$ cat config.mk
export PLATFORM = sky130hd
export DESIGN_NAME = gpio_adapter_flat
export DESIGN_NICKNAME = d
export VERILOG_FILES = /design/src/rtl/gpio_pkg.sv /design/src/rtl/gpio_link_if.sv /design/src/rtl/gpio_adapter.sv /design/src/flat_wrapper.sv
export SDC_FILE = /design/constraint.sdc
export NUM_CORES = 1
export LEC_CHECK = 0
export BUFFER_PORTS_ARGS = -buffer_cell sky130_fd_sc_hd__buf_4
export CELL_PAD_IN_SITES_DETAIL_PLACEMENT = 1
export CELL_PAD_IN_SITES_GLOBAL_PLACEMENT = 2
export CORE_MARGIN = 2
export CORE_UTILIZATION = 29
export CTS_CLUSTER_DIAMETER = 100
export DETAILED_ROUTE_END_ITERATION = 7
export GPL_ROUTABILITY_DRIVEN = 1
export GPL_TIMING_DRIVEN = 0
export HOLD_SLACK_MARGIN = 0.08
export PLACE_DENSITY = 0.65
export SKIP_LAST_GASP = 1
export SLEW_MARGIN = 10
export SYNTH_ARGS = -nofsm -noshare
export SYNTH_HDL_FRONTEND = slang
export SYNTH_SLANG_ARGS = --single-unit
$ cat constraint.sdc
create_clock -name clk -period 4.7 [get_ports clk]
set_input_delay 0 -clock clk [delete_from_list [all_inputs] [get_ports clk]]
set_output_delay 0 -clock clk [all_outputs]
set_load 0.005 [all_outputs]
$ cat src/rtl/gpio_pkg.sv
// package for the general purpose adapter user port: word width, pulse timing
// assumes a single 100 MHz clock shared by the adapter end and the user end
package gpio_pkg;
  localparam int WORD_W        = 36;
  localparam int CTRL_W        = 8;
  localparam int STAT_W        = 8;
  localparam int LEVEL_W       = 4;
  localparam int CLK_NS        = 10;
  localparam int PULSE_NS      = 100;
  localparam int SETUP_NS      = 400;
  localparam int GAP_NS        = 1000;
  localparam int PULSE_CYC     = (PULSE_NS + CLK_NS - 1) / CLK_NS;
  localparam int SETUP_CYC     = (SETUP_NS + CLK_NS - 1) / CLK_NS;
  localparam int GAP_CYC       = GAP_NS / CLK_NS;
  localparam int FIFO_DEPTH    = 16;
  localparam int CNT_W         = 8;
endpackage

$ cat src/rtl/gpio_link_if.sv
// interface joining the adapter end to the user end
// assumes both ends run on the same clock; all signals active high
`timescale 1ns/1ns
`default_nettype none
interface gpio_link_if;
  logic [gpio_pkg::WORD_W-1:0]  input_word_lines;
  logic [gpio_pkg::WORD_W-1:0]  output_word_lines;
  logic [gpio_pkg::STAT_W-1:0]  status_set_lines;
  logic [gpio_pkg::LEVEL_W-1:0] status_level_lines;
  logic [gpio_pkg::CTRL_W-1:0]  control_state_lines;
  logic                         control_clear_pulse;
  logic                         control_load_pulse;
  logic                         data_clear_pulse;
  logic                         data_load_pulse;
  logic                         input_done_pulse;
  logic                         system_reset_pulse;
  modport adapter (
    input  input_word_lines, status_set_lines, status_level_lines,
    output output_word_lines, control_state_lines, control_clear_pulse,
    output control_load_pulse, data_clear_pulse, data_load_pulse,
    output input_done_pulse, system_reset_pulse
  );
  modport user (
    output input_word_lines, status_set_lines, status_level_lines,
    input  output_word_lines, control_state_lines, control_clear_pulse,
    input  control_load_pulse, data_clear_pulse, data_load_pulse,
    input  input_done_pulse, system_reset_pulse
  );
endinterface
`default_nettype wire

$ cat src/rtl/gpio_adapter.sv
// adapter end: takes host instructions, regenerates the clear/load pulse pairs,
// holds control and status flip-flops, samples the user's input word.
// assumes host command strobes come from logic on clk; link inputs from user logic
// are treated as foreign and pass two flip-flops.
`timescale 1ns/1ns
`default_nettype none
module gpio_adapter (
  input  wire logic                        clk,
  input  wire logic                        nrst,
  gpio_link_if.adapter                     link,
  input  wire logic                        host_bus_reset,
  input  wire logic                        control_output_instruction,
  input  wire logic                        data_output_instruction,
  input  wire logic                        data_input_instruction,
  input  wire logic                        status_input_instruction,
  input  wire logic [gpio_pkg::WORD_W-1:0] host_word,
  output logic                             host_busy,
  output logic [gpio_pkg::WORD_W-1:0]      host_read_word,
  output logic                             host_read_valid
);
  // ************************************************************
  // state
  // ************************************************************
  typedef enum logic [2:0] {
    GPIO_IDLE, GPIO_SETUP, GPIO_CLR, GPIO_GAP, GPIO_LOAD, GPIO_RST
  } gpio_phase_t;

  typedef struct packed {
    gpio_phase_t                   phase;
    logic                          is_ctrl;
    logic                          with_reset;
    logic [gpio_pkg::CNT_W-1:0]    cnt;
    logic [gpio_pkg::WORD_W-1:0]   out_word;
    logic [gpio_pkg::CTRL_W-1:0]   ctrl;
    logic [gpio_pkg::STAT_W-1:0]   stat;
    logic [gpio_pkg::STAT_W-1:0]   set_s1;
    logic [gpio_pkg::STAT_W-1:0]   set_s2;
    logic [gpio_pkg::STAT_W-1:0]   set_prev;
    logic [gpio_pkg::LEVEL_W-1:0]  lvl_s1;
    logic [gpio_pkg::LEVEL_W-1:0]  lvl_s2;
    logic [gpio_pkg::WORD_W-1:0]   in_s1;
    logic [gpio_pkg::WORD_W-1:0]   in_s2;
    logic [gpio_pkg::WORD_W-1:0]   rd_word;
    logic                          rd_valid;
    logic [gpio_pkg::CNT_W-1:0]    done_cnt;
    logic                          pwr_up;
  } gpio_adapter_state_t;

  gpio_adapter_state_t s_q;
  gpio_adapter_state_t s_d;

  function automatic logic [gpio_pkg::CNT_W-1:0] gpio_cyc(input int n);
    return gpio_pkg::CNT_W'(n - 1);
  endfunction

  // ************************************************************
  // next state
  // ************************************************************
  always_comb begin
    s_d          = s_q;
    s_d.rd_valid = 1'b0;
    s_d.set_s1   = link.status_set_lines;
    s_d.set_s2   = s_q.set_s1;
    s_d.set_prev = s_q.set_s2;
    s_d.lvl_s1   = link.status_level_lines;
    s_d.lvl_s2   = s_q.lvl_s1;
    s_d.in_s1    = link.input_word_lines;
    s_d.in_s2    = s_q.in_s1;
    // a rising edge of a set line sets its bit; an idle low line does nothing
    s_d.stat     = s_q.stat | (s_q.set_s2 & ~s_q.set_prev);
    if (s_q.done_cnt != '0) begin
      s_d.done_cnt = s_q.done_cnt - 1'b1;
    end
    if (data_input_instruction && s_q.phase != GPIO_RST) begin
      s_d.rd_word  = s_q.in_s2;
      s_d.rd_valid = 1'b1;
      s_d.done_cnt = gpio_pkg::CNT_W'(gpio_pkg::PULSE_CYC);
    end else if (status_input_instruction) begin
      s_d.rd_word  = '0;
      s_d.rd_word[gpio_pkg::CTRL_W-1:0] = s_q.ctrl;
      s_d.rd_word[gpio_pkg::CTRL_W +: gpio_pkg::STAT_W] = s_q.stat;
      s_d.rd_word[gpio_pkg::CTRL_W+gpio_pkg::STAT_W +: gpio_pkg::LEVEL_W] = s_q.lvl_s2;
      s_d.rd_valid = 1'b1;
    end
    case (s_q.phase)
      GPIO_IDLE: begin
        if (host_bus_reset || s_q.pwr_up) begin
          s_d.pwr_up = 1'b0;
          s_d.phase  = GPIO_RST;
          s_d.cnt    = gpio_cyc(gpio_pkg::PULSE_CYC);
        end else if (control_output_instruction || data_output_instruction) begin
          s_d.is_ctrl  = control_output_instruction;
          s_d.out_word = host_word;
          s_d.phase    = GPIO_SETUP;
          s_d.cnt      = gpio_cyc(gpio_pkg::SETUP_CYC);
        end
      end
      GPIO_SETUP: begin
        if (s_q.cnt == '0) begin
          s_d.phase = GPIO_CLR;
          s_d.cnt   = gpio_cyc(gpio_pkg::PULSE_CYC);
        end else begin
          s_d.cnt = s_q.cnt - 1'b1;
        end
      end
      GPIO_RST: begin
        // the reset pulse drags a control clear with it
        s_d.ctrl = '0;
        s_d.stat = '0;
        if (s_q.cnt == '0) begin
          s_d.phase = GPIO_IDLE;
        end else begin
          s_d.cnt = s_q.cnt - 1'b1;
        end
      end
      GPIO_CLR: begin
        if (s_q.is_ctrl) begin
          s_d.ctrl = '0;
        end
        if (s_q.cnt == '0) begin
          s_d.phase = GPIO_GAP;
          s_d.cnt   = gpio_cyc(gpio_pkg::GAP_CYC - gpio_pkg::PULSE_CYC);
        end else begin
          s_d.cnt = s_q.cnt - 1'b1;
        end
      end
      GPIO_GAP: begin
        if (s_q.cnt == '0) begin
          s_d.phase = GPIO_LOAD;
          s_d.cnt   = gpio_cyc(gpio_pkg::PULSE_CYC);
        end else begin
          s_d.cnt = s_q.cnt - 1'b1;
        end
      end
      GPIO_LOAD: begin
        if (s_q.is_ctrl) begin
          s_d.ctrl = s_q.out_word[gpio_pkg::CTRL_W-1:0];
        end
        if (s_q.cnt == '0) begin
          s_d.phase = GPIO_IDLE;
        end else begin
          s_d.cnt = s_q.cnt - 1'b1;
        end
      end
      default: s_d.phase = GPIO_IDLE;
    endcase
  end

  always_ff @(posedge clk or negedge nrst) begin
    if (!nrst) begin
      s_q        <= '0;
      s_q.phase  <= GPIO_IDLE;
      s_q.pwr_up <= 1'b1;
    end else begin
      s_q <= s_d;
    end
  end

  // ************************************************************
  // outputs
  // ************************************************************
  wire logic clr_now  = (s_q.phase == GPIO_CLR);
  wire logic load_now = (s_q.phase == GPIO_LOAD);
  wire logic rst_now  = (s_q.phase == GPIO_RST);

  assign link.output_word_lines   = s_q.out_word;
  assign link.control_state_lines = s_q.ctrl;
  assign link.control_clear_pulse = (clr_now && s_q.is_ctrl) || rst_now;
  assign link.control_load_pulse  = load_now && s_q.is_ctrl;
  assign link.data_clear_pulse    = clr_now && !s_q.is_ctrl;
  assign link.data_load_pulse     = load_now && !s_q.is_ctrl;
  assign link.input_done_pulse    = (s_q.done_cnt != '0);
  assign link.system_reset_pulse  = rst_now;
  assign host_busy                = (s_q.phase != GPIO_IDLE) || s_q.pwr_up;
  assign host_read_word           = s_q.rd_word;
  assign host_read_valid          = s_q.rd_valid;
endmodule
`default_nettype wire

$ cat src/flat_wrapper.sv
// flat-port wrapper written by rule: the top's interface ports become plain ports
module gpio_adapter_flat 
  (clk, nrst, host_bus_reset, control_output_instruction, data_output_instruction, data_input_instruction, status_input_instruction, host_word, host_busy, host_read_word, host_read_valid, link_input_word_lines, link_status_set_lines, link_status_level_lines, link_output_word_lines, link_control_state_lines, link_control_clear_pulse, link_control_load_pulse, link_data_clear_pulse, link_data_load_pulse, link_input_done_pulse, link_system_reset_pulse);
  gpio_link_if link_i ();
  input  wire logic clk;
  input  wire logic nrst;
  input  wire logic host_bus_reset;
  input  wire logic control_output_instruction;
  input  wire logic data_output_instruction;
  input  wire logic data_input_instruction;
  input  wire logic status_input_instruction;
  input  wire logic [gpio_pkg::WORD_W-1:0] host_word;
  output logic host_busy;
  output logic [gpio_pkg::WORD_W-1:0] host_read_word;
  output logic host_read_valid;
  input wire logic [$bits(link_i.input_word_lines)-1:0] link_input_word_lines;
  input wire logic [$bits(link_i.status_set_lines)-1:0] link_status_set_lines;
  input wire logic [$bits(link_i.status_level_lines)-1:0] link_status_level_lines;
  output wire logic [$bits(link_i.output_word_lines)-1:0] link_output_word_lines;
  output wire logic [$bits(link_i.control_state_lines)-1:0] link_control_state_lines;
  output wire logic [$bits(link_i.control_clear_pulse)-1:0] link_control_clear_pulse;
  output wire logic [$bits(link_i.control_load_pulse)-1:0] link_control_load_pulse;
  output wire logic [$bits(link_i.data_clear_pulse)-1:0] link_data_clear_pulse;
  output wire logic [$bits(link_i.data_load_pulse)-1:0] link_data_load_pulse;
  output wire logic [$bits(link_i.input_done_pulse)-1:0] link_input_done_pulse;
  output wire logic [$bits(link_i.system_reset_pulse)-1:0] link_system_reset_pulse;
  assign link_i.input_word_lines = link_input_word_lines;
  assign link_i.status_set_lines = link_status_set_lines;
  assign link_i.status_level_lines = link_status_level_lines;
  assign link_output_word_lines = link_i.output_word_lines;
  assign link_control_state_lines = link_i.control_state_lines;
  assign link_control_clear_pulse = link_i.control_clear_pulse;
  assign link_control_load_pulse = link_i.control_load_pulse;
  assign link_data_clear_pulse = link_i.data_clear_pulse;
  assign link_data_load_pulse = link_i.data_load_pulse;
  assign link_input_done_pulse = link_i.input_done_pulse;
  assign link_system_reset_pulse = link_i.system_reset_pulse;
  gpio_adapter u_core (.clk(clk), .nrst(nrst), .link(link_i), .host_bus_reset(host_bus_reset), .control_output_instruction(control_output_instruction), .data_output_instruction(data_output_instruction), .data_input_instruction(data_input_instruction), .status_input_instruction(status_input_instruction), .host_word(host_word), .host_busy(host_busy), .host_read_word(host_read_word), .host_read_valid(host_read_valid));
endmodule
==> results.txt <==
- Status: finished clean
- Clock tree from TritonCTS: built
- After detailed routing, the number of remaining DRC violations is 0.
- Tcrit/Tclk final: 0.468
- The max-slew violation count came to 0.
- For this run, the leading register cell type out of synthesis is sky130_fd_sc_hd__dfrtp_1.
- The startpoint identified for the worst register-to-register timing path is u_core.s_q[202].
- For the final routed database, the setup TNS stands at 0 ps.
* Xor and xnor area share after synthesis: 0.00543
- Post-synthesis compound-gate area fraction: 0.0748
- Dividing total power by cell area gives a power density of slightly below 500 mW/mm2.
- Clock slew seen by the registers of the worst setup and hold paths: roughly 60 ps
- Shortest period the worst path allows: approximately 2200 ps
- PnR Total Power: between 5000 and 6000 uW
* Number of setup violations in the final report: 0
* Final estimated routing congestion in global placement: 0.763
* Commonest non-fill, non-tap cell in the layout: sky130_fd_sc_hd__buf_4
- For the worst setup path, the data arrival time is between 2000 and 3000 ps.
* Post-DRT Antenna Nets: 0
- Total clock buffers created by CTS: 25
* Post-synth cell types: 50
- Crit Path Category: reg -> reg
- Top-Level Pins: 179
- Clk buf depth: 3
* Die width: between 150 and 200 um
- Count of vias placed by the detailed router: 5572
- In this run the tightest slew margin relative to its limit is 0.377.
* Leakage power figure: around 0.0057 uW
* Worst Max-Slew Pin Slew: roughly 930 ps
- Number of flip-flops and latches in the synthesized netlist: between 200 and 250
- Worst Hold Slack: around 110 ps
- Counting flops with a built-in enable in the synthesized netlist gives 0.
- The count of endpoints failing hold in the final timing report was 0.
* Minimum setup slack among reg-to-reg paths: between 2000 and 3000 ps
* Final-layout fill cell count: approximately 2.9k
- Clock Latency Late Sink: 510 ps
* Starting Density: 0.293
* Antenna violations before repair: 3
- Register area share after synthesis: 0.664
- Measured against the total synthesized area, the mux share comes to 0.0814.
- Post-synthesis area per instance: 13.0 um2
- Relative to the synthesized area, the layout overhead comes to 44.4%.
* Area enclosed by the die boundary: slightly below 0.03 mm2
- The most critical setup path has its startpoint at u_core.s_q[202].
- In the routed layout, each cell is associated on average with a via count of between 4 and 5.
* Number of global-route vias before repair: roughly 6.3k
- Post-synth top area share: 0.661
- Global-route wire length before repair: between 30 and 40 mm
- Main combinational cell family by area after synthesis: buffers and inverters
- The worst setup path is captured at a register.
- In this run the number of H-tree levels came out at 1.
- GR Overflow Total: 0
- Number of maximum-capacitance constraint violations: 0
- Number of sinks handled by clock tree synthesis: 214
- On the final layout, the worst clock skew is approximately 6.5 ps.
- In the final design database the tool counted slightly above 1k nets.
- Main area contributors after synthesis: sky130_fd_sc_hd__dfrtp_1 (66%), sky130_fd_sc_hd__buf_4 (7.4%), sky130_fd_sc_hd__mux2_2 (5.2%)
- Of the total synthesized cell area, the portion taken by AND, OR, NAND and NOR gates is 0.0777.
- The worst setup path is launched from a register.
- Dividing the detail-routed wire length by the instance count gives around 16 um.
- Once the clock tree was built, the resizer swapped 0 gates to a different size.
* Post-CTS setup-driven buffer insertion count: 0
- Detailed router's first-iteration violation count: between 200 and 250
* Unrepaired setup endpoints after global routing: no
- Max FO, Critical Path: 6
- Synth async-reset ratio: 1.00
- Count of mapped cells out of synthesis: ~620
- Max VDD drop: roughly 0.23 mV
- Post-synthesis adder-cell area fraction: 0.00310
- Net count after synthesis: slightly above 700
- Timing would allow up to ~460 MHz.
- The endpoint identified for the worst register-to-register timing path is u_core.s_q[203].
- During synthesis, Yosys emitted a total of 0 warnings.
- Commonest cells after routing, fill and taps aside: sky130_fd_sc_hd__buf_4 (256), sky130_fd_sc_hd__dfrtp_1 (213), sky130_fd_sc_hd__dlygate4sd3_1 (89), sky130_fd_sc_hd__nand2_1 (43)
- Path class of the lowest-slack min-delay path: in -> async
- I/O Buffers: around 180
* Area of the mapped netlist: 0.00807 mm2
* Layout cell share with drive strength beyond 1: 0.374
- Largest net degree at the start of global routing: 110
- In this run the standard cell core region covers between 0.02 and 0.03 mm2.
* Timing endpoint of the critical path: u_core.s_q[203]
- CTS placed an instance of sky130_fd_sc_hd__clkbuf_16 at the clock tree root.
* Post-synthesis cell type with the largest combined area: sky130_fd_sc_hd__dfrtp_1
- The wire-length estimate of the detail-placed layout is ~14 mm.
- R2R depth: 6
- After detailed routing, the total wire length is slightly above 20 mm.
* Vertical extent of the die: 171 um
- Required time at the endpoint of the critical path: 5070 ps
- Hold-fix buffers at CTS: between 80 and 90
* Row Count: 61
- Across every metal layer, demand over resource in global routing totals 0.142.
- Pre-antenna DRT Iters: 4
==> through the flow <==
stage          setup slack, ps  cell area, um2  cells  utilization
4_1_cts                   2520           11600   1312        0.423
6_report                  2500           11700   1315        0.423
2_1_floorplan             2850            8070    622            -
3_3_place_gp              2110            9870   1177        0.358
3_5_place_dp              2550            9900   1178        0.359
5_1_grt                   2320           11700   1314        0.423
==> registers in the layout (all words and copies together), names as in the netlist <==
name / count
u_core.host_read_valid: 1
u_core.s_d: 56
u_core.link.control_state_lines: 8
u_core.link.output_word_lines: 36
u_core.host_read_word: 36
u_core.s_q: 77
==> layout make-up <==
cell class / count / area [um2] / share of cell area
Buffer: 104 / 696 / 0.0597
Antenna cell: 3 / 7.51 / 0.000644
Timing Repair Buffer: 267 / 2250 / 0.193
Inverter: 16 / 60.1 / 0.00515
Multi-Input combinational cell: 288 / 1960 / 0.168
Clock inverter: 9 / 124 / 0.0106
Tap cell: 378 / 473 / 0.0406
Clock buffer: 36 / 727 / 0.0624
Sequential cell: 214 / 5360 / 0.460
==> critical path: stages (launching register included) <==
cell,delay (ps)
sky130_fd_sc_hd__dfrtp_1,370
sky130_fd_sc_hd__inv_1,100
sky130_fd_sc_hd__ha_1,220
sky130_fd_sc_hd__nor3b_1,610
sky130_fd_sc_hd__a21oi_1,240
sky130_fd_sc_hd__nor2_1,370
sky130_fd_sc_hd__o311ai_1,150
==> report_power, final <==
part	switching [uW]	leakage, uW	internal, uW	total (uW)
logic	657	0.00258	809	1470
clock network	739	0.000423	1230	1970
registers	208	0.00266	2150	2360
==> cell families after synthesis <==
family / count (synthesis)
fa+ha+maj: 2
buf+inv: 120
flops: 214
mux: 61
xor+xnor: 5
simple gates: 127
compound gates: 93
==> cells in the mapped netlist (3+ instances only) <==
cell type	number
sky130_fd_sc_hd__dfrtp_1	213
sky130_fd_sc_hd__buf_4	80
sky130_fd_sc_hd__nand2_1	43
sky130_fd_sc_hd__mux2_2	37
sky130_fd_sc_hd__o21ai_0	37
sky130_fd_sc_hd__nor2_1	25
sky130_fd_sc_hd__mux2i_1	24
sky130_fd_sc_hd__nand2b_1	20
sky130_fd_sc_hd__clkbuf_1	18
sky130_fd_sc_hd__a22o_1	16
sky130_fd_sc_hd__inv_1	16
sky130_fd_sc_hd__a21oi_1	15
sky130_fd_sc_hd__nor3_1	6
sky130_fd_sc_hd__or3_1	5
sky130_fd_sc_hd__buf_2	4
sky130_fd_sc_hd__nand3_1	4
sky130_fd_sc_hd__nor2b_1	4
sky130_fd_sc_hd__xnor2_1	4
sky130_fd_sc_hd__a211o_1	3
sky130_fd_sc_hd__nor4_1	3
sky130_fd_sc_hd__o22ai_1	3
sky130_fd_sc_hd__or2_2	3
==> how the worst min path moves through the flow <==
stage,start,end,slack [ps],depth (start not counted)
final,nrst,u_core.s_d[71],110,2
after detailed placement,link_input_word_lines[13],u_core.s_d[59],110,1
after floorplan,nrst,u_core.host_read_valid,-300,0
after CTS,link_input_word_lines[13],u_core.s_d[59],110,2
after global routing,link_status_set_lines[6],u_core.s_d[140],120,2
after global placement,link_status_level_lines[3],u_core.s_d[121],110,1
==> routing by layer <==
layer / GRT usage / part of all wire
met2: 0.239 / 0.48
met1: 0.182 / 0.43
met3: 0.0379 / 0.064
met5: 0 / 0
met4: 0.0379 / 0.022
(Power assumes the default switching activity.)
